[src/rts_defs.svh]
`ifndef RTS_DEFS_SVH
`define RTS_DEFS_SVH

// clock period and the two rounding forms used for every delay
`define RTS_CLK_NS 10
`define RTS_CYC_MIN(ns) (((ns) + `RTS_CLK_NS - 1) / `RTS_CLK_NS)
`define RTS_CYC_MAX(ns) ((ns) / `RTS_CLK_NS)

// timer geometry
`define RTS_TMR_W 10
`define RTS_TMR_N 4
`define RTS_TMR_CMD 0
`define RTS_TMR_STS 1
`define RTS_TMR_WSYNC 2
`define RTS_TMR_WPAR 3

// times in ns, 12 MHz mode then 16 MHz mode
`define RTS_T_START_12_NS 970
`define RTS_T_START_16_NS 870
`define RTS_T_STRB_W_12_NS 140
`define RTS_T_STRB_W_16_NS 100
`define RTS_T_ADDR_12_NS 300
`define RTS_T_ADDR_16_NS 220
`define RTS_T_INPROG_12_NS 800
`define RTS_T_INPROG_16_NS 590
`define RTS_T_CNT_NS 5
`define RTS_T_CMDXFER_12_NS 1190
`define RTS_T_CMDXFER_16_NS 880
`define RTS_T_STS_IN_NS 4100
`define RTS_T_SIX_RISE_NS 3000
`define RTS_T_WR_RISE_12_NS 920
`define RTS_T_WR_RISE_16_NS 840
`define RTS_T_TXXFER_12_NS 1700
`define RTS_T_TXXFER_16_NS 1430
`define RTS_T_WR_FALL_12_NS 965
`define RTS_T_WR_FALL_16_NS 880
`define RTS_T_TXEND_12_NS 1010
`define RTS_T_TXEND_16_NS 910
`define RTS_T_RXXFER_12_NS 1520
`define RTS_T_RXXFER_16_NS 1230
`define RTS_T_RXEND_12_NS 3360
`define RTS_T_RXEND_16_NS 3260
`define RTS_T_BLK_12_NS 3230
`define RTS_T_BLK_16_NS 3170
`define RTS_T_BLK_W_12_NS 140
`define RTS_T_BLK_W_16_NS 100

// reset values
`define RTS_RST_ADDR 14'h3FFF
`define RTS_RST_CNT 5'h00

`endif

[src/rts_pkg.sv]
`include "rts_defs.svh"
package rts_pkg;

  typedef enum logic [1:0] {
    RTS_ST_IDLE = 2'b01,
    RTS_ST_MSG = 2'b10
  } rts_state_type;

  typedef logic [`RTS_TMR_W-1:0] rts_tmr_type;

endpackage

[src/rts_sequencer.sv]
`timescale 1ns/100ps
`include "rts_defs.svh"
module rts_sequencer #(
  parameter int ADDR_W = 14,
  parameter int CNT_W = 5
) (
  input wire logic clk_sys_i,
  input wire logic rst_i,
  input wire logic mode_16mhz_i,
  input wire logic cmd_parity_mid_i,
  input wire logic cmd_transmit_i,
  input wire logic [CNT_W-1:0] cmd_word_count_i,
  input wire logic [ADDR_W-1:0] sub_address_i,
  input wire logic status_sync_mid_i,
  input wire logic status_parity_mid_i,
  input wire logic word_sync_mid_i,
  input wire logic word_parity_mid_i,
  input wire logic last_word_i,
  input wire logic rx_good_i,
  input wire logic term_fail_i,
  input wire logic busy_i,
  input wire logic service_request_i,
  input wire logic subsystem_flag_i,
  input wire logic transfer_grant_n_i,
  input wire logic address_float_select_i,
  output logic message_start_strobe_n_o,
  output logic message_in_progress_n_o,
  output logic [ADDR_W-1:0] address_o,
  output logic address_oe_n_o,
  output logic [CNT_W-1:0] current_word_count_o,
  output logic transfer_request_n_o,
  output logic chip_select_n_o,
  output logic write_strobe_o,
  output logic strobe_oe_n_o,
  output logic terminal_fail_flag_o,
  output logic good_block_received_n_o,
  output logic [2:0] status_bits_o
);

  localparam int SIX_BIT = 6;

  ////////////////////////////////////////////////////////////////////////////
  // delay selection by clock mode

  function automatic rts_pkg::rts_tmr_type sel(input logic m16, input int c12, input int c16);
    sel = m16 ? rts_pkg::rts_tmr_type'(c16) : rts_pkg::rts_tmr_type'(c12);
  endfunction

  rts_pkg::rts_tmr_type c_fall, c_rise, c_addr, c_inp, c_cnt, c_cmdx, c_sts, c_six;
  rts_pkg::rts_tmr_type c_wrr, c_txx, c_wrf, c_txe, c_rxx, c_rxe, c_blk, c_blke;

  always_comb begin
    c_fall = sel(mode_16mhz_i, `RTS_CYC_MIN(`RTS_T_START_12_NS),
                 `RTS_CYC_MIN(`RTS_T_START_16_NS));
    c_rise = c_fall + sel(mode_16mhz_i, `RTS_CYC_MIN(`RTS_T_STRB_W_12_NS),
                          `RTS_CYC_MIN(`RTS_T_STRB_W_16_NS));
    c_addr = c_fall + sel(mode_16mhz_i, `RTS_CYC_MIN(`RTS_T_ADDR_12_NS),
                          `RTS_CYC_MIN(`RTS_T_ADDR_16_NS));
    c_inp = c_fall + sel(mode_16mhz_i, `RTS_CYC_MIN(`RTS_T_INPROG_12_NS),
                         `RTS_CYC_MIN(`RTS_T_INPROG_16_NS));
    c_cnt = c_inp + rts_pkg::rts_tmr_type'(`RTS_CYC_MIN(`RTS_T_CNT_NS));
    c_cmdx = c_fall + sel(mode_16mhz_i, `RTS_CYC_MIN(`RTS_T_CMDXFER_12_NS),
                          `RTS_CYC_MIN(`RTS_T_CMDXFER_16_NS));
    c_sts = c_fall + rts_pkg::rts_tmr_type'(`RTS_CYC_MAX(`RTS_T_STS_IN_NS));
    c_six = c_rise + rts_pkg::rts_tmr_type'(`RTS_CYC_MIN(`RTS_T_SIX_RISE_NS));
    c_wrr = sel(mode_16mhz_i, `RTS_CYC_MIN(`RTS_T_WR_RISE_12_NS),
                `RTS_CYC_MIN(`RTS_T_WR_RISE_16_NS));
    c_txx = sel(mode_16mhz_i, `RTS_CYC_MIN(`RTS_T_TXXFER_12_NS),
                `RTS_CYC_MIN(`RTS_T_TXXFER_16_NS));
    c_wrf = sel(mode_16mhz_i, `RTS_CYC_MIN(`RTS_T_WR_FALL_12_NS),
                `RTS_CYC_MIN(`RTS_T_WR_FALL_16_NS));
    c_txe = sel(mode_16mhz_i, `RTS_CYC_MIN(`RTS_T_TXEND_12_NS),
                `RTS_CYC_MIN(`RTS_T_TXEND_16_NS));
    c_rxx = sel(mode_16mhz_i, `RTS_CYC_MIN(`RTS_T_RXXFER_12_NS),
                `RTS_CYC_MIN(`RTS_T_RXXFER_16_NS));
    c_rxe = sel(mode_16mhz_i, `RTS_CYC_MIN(`RTS_T_RXEND_12_NS),
                `RTS_CYC_MIN(`RTS_T_RXEND_16_NS));
    c_blk = sel(mode_16mhz_i, `RTS_CYC_MIN(`RTS_T_BLK_12_NS),
                `RTS_CYC_MIN(`RTS_T_BLK_16_NS));
    c_blke = c_blk + sel(mode_16mhz_i, `RTS_CYC_MIN(`RTS_T_BLK_W_12_NS),
                         `RTS_CYC_MIN(`RTS_T_BLK_W_16_NS));
  end

  ////////////////////////////////////////////////////////////////////////////
  // event timers: 0 = idle, start loads 1, counts up and saturates

  rts_pkg::rts_state_type st_r, st_nxt;
  logic tx_r, tx_nxt;
  logic [`RTS_TMR_N-1:0] tstart;
  rts_pkg::rts_tmr_type tmr_r [`RTS_TMR_N];
  rts_pkg::rts_tmr_type tmr_nxt [`RTS_TMR_N];

  always_comb begin
    tstart = '0;
    tstart[`RTS_TMR_CMD] = (st_r == rts_pkg::RTS_ST_IDLE) && cmd_parity_mid_i;
    tstart[`RTS_TMR_STS] = tx_r ? status_sync_mid_i : status_parity_mid_i;
    tstart[`RTS_TMR_WSYNC] = word_sync_mid_i;
    tstart[`RTS_TMR_WPAR] = word_parity_mid_i;
  end

  genvar g;
  generate
    for (g = 0; g < `RTS_TMR_N; g++) begin : gen_tmr
      always_comb begin
        tmr_nxt[g] = tmr_r[g];
        if (tstart[g]) begin
          tmr_nxt[g] = rts_pkg::rts_tmr_type'(1);
        end else if (tmr_r[g] != '0 && tmr_r[g] != '1) begin
          tmr_nxt[g] = tmr_r[g] + rts_pkg::rts_tmr_type'(1);
        end
      end
      always_ff @(posedge clk_sys_i or posedge rst_i) begin
        if (rst_i) begin
          tmr_r[g] <= '0;
        end else begin
          tmr_r[g] <= tmr_nxt[g];
        end
      end
    end
  endgenerate

  wire rts_pkg::rts_tmr_type tc = tmr_r[`RTS_TMR_CMD];
  wire rts_pkg::rts_tmr_type ts = tmr_r[`RTS_TMR_STS];
  wire rts_pkg::rts_tmr_type tw = tmr_r[`RTS_TMR_WSYNC];
  wire rts_pkg::rts_tmr_type tp = tmr_r[`RTS_TMR_WPAR];

  ////////////////////////////////////////////////////////////////////////////
  // message sequencing

  logic strb_n_r, strb_n_nxt;
  logic inp_n_r, inp_n_nxt;
  logic six_r, six_nxt;
  logic [ADDR_W-1:0] addr_r, addr_nxt;
  logic [CNT_W-1:0] cnt_r, cnt_nxt;
  logic req_n_r, req_n_nxt;
  logic xcmd_r, xcmd_nxt;
  logic wr_r, wr_nxt;
  logic fail_r, fail_nxt;
  logic blk_n_r, blk_n_nxt;
  logic good_r, good_nxt;
  logic last_r, last_nxt;
  logic [2:0] sts_r, sts_nxt;
  logic xfer_go;

  always_comb begin
    st_nxt = st_r;
    tx_nxt = tx_r;
    strb_n_nxt = strb_n_r;
    inp_n_nxt = inp_n_r;
    six_nxt = six_r;
    addr_nxt = addr_r;
    cnt_nxt = cnt_r;
    req_n_nxt = req_n_r;
    xcmd_nxt = xcmd_r;
    wr_nxt = wr_r;
    fail_nxt = fail_r;
    blk_n_nxt = blk_n_r;
    good_nxt = good_r;
    last_nxt = last_r;
    sts_nxt = sts_r;
    xfer_go = 1'b0;
    // transfer ends once the subsystem has granted; request rise closes it
    if (!req_n_r && !transfer_grant_n_i) begin
      req_n_nxt = 1'b1;
      xcmd_nxt = 1'b0;
      if (!xcmd_r && cnt_r != '0) begin
        cnt_nxt = cnt_r - CNT_W'(1);
      end
    end
    // good block pulse may outlast the return to idle
    if (!tx_r && good_r && ts == c_blk) begin
      blk_n_nxt = 1'b0;
    end
    if (ts == c_blke) begin
      blk_n_nxt = 1'b1;
    end
    unique case (st_r)
      rts_pkg::RTS_ST_IDLE: begin
        if (cmd_parity_mid_i) begin
          st_nxt = rts_pkg::RTS_ST_MSG;
          tx_nxt = cmd_transmit_i;
          good_nxt = 1'b0;
          last_nxt = 1'b0;
          fail_nxt = 1'b0;
        end
      end
      rts_pkg::RTS_ST_MSG: begin
        if (tc == c_fall) begin
          strb_n_nxt = 1'b0;
        end
        if (tc == c_rise) begin
          strb_n_nxt = 1'b1;
          six_nxt = 1'b0;
        end
        if (tc == c_addr) begin
          addr_nxt = sub_address_i;
          addr_nxt[SIX_BIT] = six_r;
        end
        if (tc == c_inp) begin
          inp_n_nxt = 1'b0;
        end
        if (tc == c_cnt) begin
          cnt_nxt = cmd_word_count_i;
        end
        if (tx_r && tc == c_cmdx) begin
          xfer_go = 1'b1;
          xcmd_nxt = 1'b1;
        end
        // sampled at the latest valid point; subsystem holds 500 ns after
        if (tc == c_sts) begin
          sts_nxt = {busy_i, service_request_i, subsystem_flag_i};
        end
        // late release, held off while the command word transfer is still open
        if (tx_r && !six_r && tc >= c_six && req_n_r && !xfer_go) begin
          six_nxt = 1'b1;
        end
        if (status_sync_mid_i) begin
          fail_nxt = term_fail_i;
        end
        if (tx_r && ts == c_wrr) begin
          wr_nxt = 1'b1;
        end
        if (tx_r && (ts == c_txx || (tw == c_txx && !last_r))) begin
          xfer_go = 1'b1;
        end
        if (word_sync_mid_i) begin
          last_nxt = last_word_i;
        end
        if (!tx_r && tp == c_rxx) begin
          xfer_go = 1'b1;
        end
        if (tx_r && last_r && tw == c_wrf) begin
          wr_nxt = 1'b0;
        end
        if (tx_r && last_r && tp == c_txe) begin
          inp_n_nxt = 1'b1;
          st_nxt = rts_pkg::RTS_ST_IDLE;
        end
        if (!tx_r && status_parity_mid_i) begin
          good_nxt = rx_good_i;
        end
        if (!tx_r && ts == c_rxe) begin
          inp_n_nxt = 1'b1;
          st_nxt = rts_pkg::RTS_ST_IDLE;
        end
        if (st_nxt == rts_pkg::RTS_ST_IDLE) begin
          six_nxt = 1'b1;
          strb_n_nxt = 1'b1;
          wr_nxt = 1'b0;
        end
      end
      default: begin
        st_nxt = rts_pkg::RTS_ST_IDLE;
      end
    endcase
    // a new cycle only opens once the previous request has risen
    if (xfer_go && req_n_r) begin
      req_n_nxt = 1'b0;
    end
    addr_nxt[SIX_BIT] = six_nxt;
  end

  always_ff @(posedge clk_sys_i or posedge rst_i) begin
    if (rst_i) begin
      st_r <= rts_pkg::RTS_ST_IDLE;
      tx_r <= 1'b0;
      strb_n_r <= 1'b1;
      inp_n_r <= 1'b1;
      six_r <= 1'b1;
      addr_r <= `RTS_RST_ADDR;
      cnt_r <= `RTS_RST_CNT;
      req_n_r <= 1'b1;
      xcmd_r <= 1'b0;
      wr_r <= 1'b0;
      fail_r <= 1'b0;
      blk_n_r <= 1'b1;
      good_r <= 1'b0;
      last_r <= 1'b0;
      sts_r <= 3'h0;
    end else begin
      st_r <= st_nxt;
      tx_r <= tx_nxt;
      strb_n_r <= strb_n_nxt;
      inp_n_r <= inp_n_nxt;
      six_r <= six_nxt;
      addr_r <= addr_nxt;
      cnt_r <= cnt_nxt;
      req_n_r <= req_n_nxt;
      xcmd_r <= xcmd_nxt;
      wr_r <= wr_nxt;
      fail_r <= fail_nxt;
      blk_n_r <= blk_n_nxt;
      good_r <= good_nxt;
      last_r <= last_nxt;
      sts_r <= sts_nxt;
    end
  end

  ////////////////////////////////////////////////////////////////////////////
  // outputs; enables are combinational so the bus frees with the grant

  assign message_start_strobe_n_o = strb_n_r;
  assign message_in_progress_n_o = inp_n_r;
  assign address_o = addr_r;
  assign current_word_count_o = cnt_r;
  assign transfer_request_n_o = req_n_r;
  assign chip_select_n_o = req_n_r | transfer_grant_n_i;
  assign write_strobe_o = wr_r;
  assign terminal_fail_flag_o = fail_r;
  assign good_block_received_n_o = blk_n_r;
  assign status_bits_o = sts_r;
  assign address_oe_n_o = address_float_select_i & transfer_grant_n_i;
  assign strobe_oe_n_o = address_float_select_i & transfer_grant_n_i;

endmodule

[config.mk]
export PLATFORM = sky130hd
export DESIGN_NAME = rts_sequencer
export DESIGN_NICKNAME = d
export VERILOG_FILES = /design/src/rts_pkg.sv /design/src/rts_sequencer.sv
export VERILOG_INCLUDE_DIRS = /design/src
export SDC_FILE = /design/constraint.sdc
export NUM_CORES = 1
export LEC_CHECK = 0
export BUFFER_PORTS_ARGS = -buffer_cell sky130_fd_sc_hd__buf_4
export CAP_MARGIN = 25
export CORE_MARGIN = 1
export CORE_UTILIZATION = 55
export CTS_BUF_LIST = sky130_fd_sc_hd__clkbuf_8
export DETAILED_ROUTE_END_ITERATION = 8
export PLACE_DENSITY = 0.77
export SYNTH_ARGS = -nofsm -noshare
export SYNTH_HDL_FRONTEND = slang
export SYNTH_SLANG_ARGS = --single-unit
[constraint.sdc]
create_clock -name clk_sys_i -period 5.34 [get_ports clk_sys_i]
set_clock_uncertainty 0.2 [all_clocks]
set_input_delay 0.534 -clock clk_sys_i [delete_from_list [all_inputs] [get_ports clk_sys_i]]
set_output_delay 0.534 -clock clk_sys_i [all_outputs]
set_load 0.01 [all_outputs]
==> impl_metrics.env <==
export IMPL_fill_cells=686
export IMPL_post_route_period_util_pct=47.26
export IMPL_cp_slowest_cell="or4b_4"
export IMPL_ff_latch_area_mm2=0.001876
export IMPL_yosysTopAreaCellShare_pct=28.65
export IMPL_rows=33
export IMPL_total_power_w=0.001372
export IMPL_hpwl_mm=7.628
export IMPL_dieArea_mm2=0.009111
export IMPL_antenna_found_initial=0
export IMPL_synth_async_reset_ratio_pct=100.0
export IMPL_fin_nets=599
export IMPL_cts_max_level=3
export IMPL_startpoint_type="flop"
export IMPL_diodes=0
export IMPL_ys_types=66
export IMPL_cts_sinks=74
export IMPL_crit_path_max_incr_delay_ns=0.52
export IMPL_core_area_mm2=0.008341
export IMPL_clock_latency_ns=0.35
export IMPL_status="completed"
export IMPL_cp_top_family="simple AND/OR/NAND/NOR gates"
export IMPL_synth_area_per_cell_um2=9.437
export IMPL_post_route_drc_count=0
export IMPL_worst_path_max_fanout=14
export IMPL_switchingPower_w=0.0004458
export IMPL_report_final_slew_viol_count=0
export IMPL_port_buffers=65
export IMPL_areaGrowthSynthToFinish_pct=12.69
export IMPL_wl_per_cell_um=16.59
export IMPL_power_frac_clock_pct=32.8
export IMPL_grt_overflow_total=0
export IMPL_die_w_um=95.45
export IMPL_postSynthCellCount=509
export IMPL_p_leak_nw=2.340
export IMPL_cp_depth=6
export IMPL_sequentialPowerShare_pct=48.5
export IMPL_finalSetupViolations=0
export IMPL_drv_cap=0
export IMPL_die_y_um=95.45
export IMPL_worstSetupEndpointType="flop"
export IMPL_pwr_share_comb_pct=18.7
export IMPL_cp_required_ns=5.38
export IMPL_max_freq_ghz=0.3962
export IMPL_antenna_left=0
export IMPL_cts_root_buf="clkbuf_8"
export IMPL_post_cts_resized=0
export IMPL_syn_nets=559
export IMPL_p_int_w=0.0009264
export IMPL_clk_pin_slew_ns=0.08
export IMPL_start_util_pct=57.59
export IMPL_tightest_slew_ns=0.9520
export IMPL_synth_top_area_cell="dfrtp_1"
export IMPL_gp_congestion=0.9367
export IMPL_peakVddDrop_mv=0.1096
export IMPL_viasPerCell=6.246
export IMPL_multi_input_area_mm2=0.002609
export IMPL_drive_above_1_share_pct=25.45
export IMPL_ys_top_cells_by_area="dfrtp_1 29%, dfstp_2 10%, mux2_2 4.5%"
export IMPL_grt_first_pass_wirelength_mm=18.00
export IMPL_worstRegToRegCells=6
export IMPL_grt_pass1_vias=3919
export IMPL_worstPathCellList="inv_1 > ha_1 > and3_1 > and2_1 > or4b_4 > mux2_4"
export IMPL_min_period_ns=2.524
export IMPL_path_buf_inv=1
export IMPL_grtUsageTotal_pct=25.21
export IMPL_vias=4116
export IMPL_crit_type="reg2reg"
export IMPL_cts_tree="done"
export IMPL_power_switching_share_pct=32.49
export IMPL_synth_ff_type="dfrtp_1"
export IMPL_cts_path_max_buffers=2
export IMPL_post_cts_buffers=0
export IMPL_arrival_ns=2.56
export IMPL_finalHoldViolations=0
export IMPL_drt_wl_total_mm=10.93
export IMPL_seq_area_frac_synth_pct=39.05
export IMPL_rsz0062_at_grt="no"
export IMPL_hold_class="in2reg"
export IMPL_netlist_area_mm2=0.004803
export IMPL_power_density_mw_per_mm2=253.5
export IMPL_setup_tns_ns=0
export IMPL_yosys_warnings=0
export IMPL_ioPinCount=67
export IMPL_cts_buffers_inserted=9
export IMPL_grt_max_degree=75
export IMPL_min_path_cells=3
export IMPL_postCtsHoldBufs=0
export IMPL_ys_ff_latch=74
export IMPL_drtPass1Iterations=4
export IMPL_drt_iter0_drc=188
export IMPL_synth_edf_count=0
export IMPL_slew_limit_headroom_pct=36.53
==> synthesized netlist by cell type, types with 13 or more instances <==
master	count
ha_1	14
dfstp_2	19
nor4_1	13
and3_1	15
mux2_2	19
a21oi_1	20
dfrtp_1	55
o21ai_0	21
nor2_1	26
nand2_1	35
nand4_1	14
nand3_1	29
inv_1	23
==> layer usage <==
metal | global-route usage [%] | up-vias | part of all wire, %
met1 | 32.51 | 1990 | 44
met4 | 9.204 | 0 | 1.8
met5 | 0 | - | 0
li1 | - | 1971 | -
met2 | 42.26 | 137 | 49
met3 | 4.466 | 18 | 5.4
==> worst reg2reg max path, stage by stage (launching register included) <==
cell,delay (ns)
dfstp_2,0.39
inv_1,0.07
ha_1,0.49
and3_1,0.24
and2_1,0.19
or4b_4,0.52
mux2_4,0.31
==> per-stage QoR <==
step | setup slack [ns] | util, % | hold slack, ns | instances | area (µm²)
2_1_floorplan | 2.756 | - | 0.2704 | 509 | 4803
5_1_grt | 2.754 | 64.90 | 0.1943 | 659 | 5413
3_5_place_dp | 2.694 | 62.50 | 0.3054 | 643 | 5213
4_1_cts | 2.843 | 64.90 | 0.1896 | 659 | 5413
6_report | 2.816 | 64.90 | 0.1922 | 659 | 5413
3_3_place_gp | 2.714 | 62.50 | 0.2832 | 643 | 5213
==> registers in the layout, indices dropped and copies added, names as in the netlist <==
register / count
transfer_request_n_o: 1
tp: 10
st_r: 2
address_o: 14
message_in_progress_n_o: 1
good_block_received_n_o: 1
tx_r: 1
tc: 10
xcmd_r: 1
write_strobe_o: 1
good_r: 1
tw: 10
current_word_count_o: 5
message_start_strobe_n_o: 1
ts: 10
last_r: 1
terminal_fail_flag_o: 1
status_bits_o: 3
==> final cells by class <==
type,instances,share of cell area (%)
clock buffer,9,2.288
inverter,25,1.734
timing repair buffer,67,9.293
multi-input combinational,372,48.20
tap,105,2.427
sequential,74,34.65
clock inverter,7,1.410
==> worst paths after layout <==
check | start | to | slack [ns]
max | st_r[0] | status_bits_o[2] | 2.82
min | cmd_transmit_i | tx_r | 0.19
max reg2reg | st_r[0] | status_bits_o[2] | 2.82
min reg2reg | good_block_received_n_o | good_block_received_n_o | 0.31
max in group asynchronous | rst_i | tp[4] | 4.04
min in group asynchronous | rst_i | tw[7] | 0.26
==> power by group through the flow <==
stage	logic [W]	registers [W]	clock network, W
after floorplan	0.000217	0.000635	0
after global placement	0.000237	0.000671	0
after detailed placement	0.000255	0.000673	0
after CTS	0.000258	0.000663	0.000458
after global routing	0.000289	0.000674	0.000482
final	0.000257	0.000665	0.000450
==> kinds of logic after synthesis <==
group                    count (synthesis)  share of synthesized area [%]
multiplexers                            30                          7.059
flip-flops                              74                          39.05
adder cells (fa/ha/maj)                 14                          3.647
AND/OR/NAND/NOR                        219                          27.51
buffers and inverters                   63                          6.642
XOR/XNOR                                15                          2.735
AO/OA/AOI/OAI                           94                          13.36
==> layout by cell type (no fill, tap or decap), types with 11 or more instances in the layout <==
| cell | n |
|---|---|
| o21ai_0 | 21 |
| dfrtp_1 | 55 |
| or3_1 | 11 |
| nor2_1 | 26 |
| and3_1 | 15 |
| nand4_1 | 14 |
| xor2_1 | 12 |
| ha_1 | 14 |
| nor4_1 | 13 |
| nand3_1 | 29 |
| nand2_1 | 35 |
| inv_1 | 22 |
| mux2_2 | 19 |
| a21oi_1 | 20 |
| dfstp_2 | 19 |
| buf_4 | 67 |
Power figures use the tool's default switching activity.
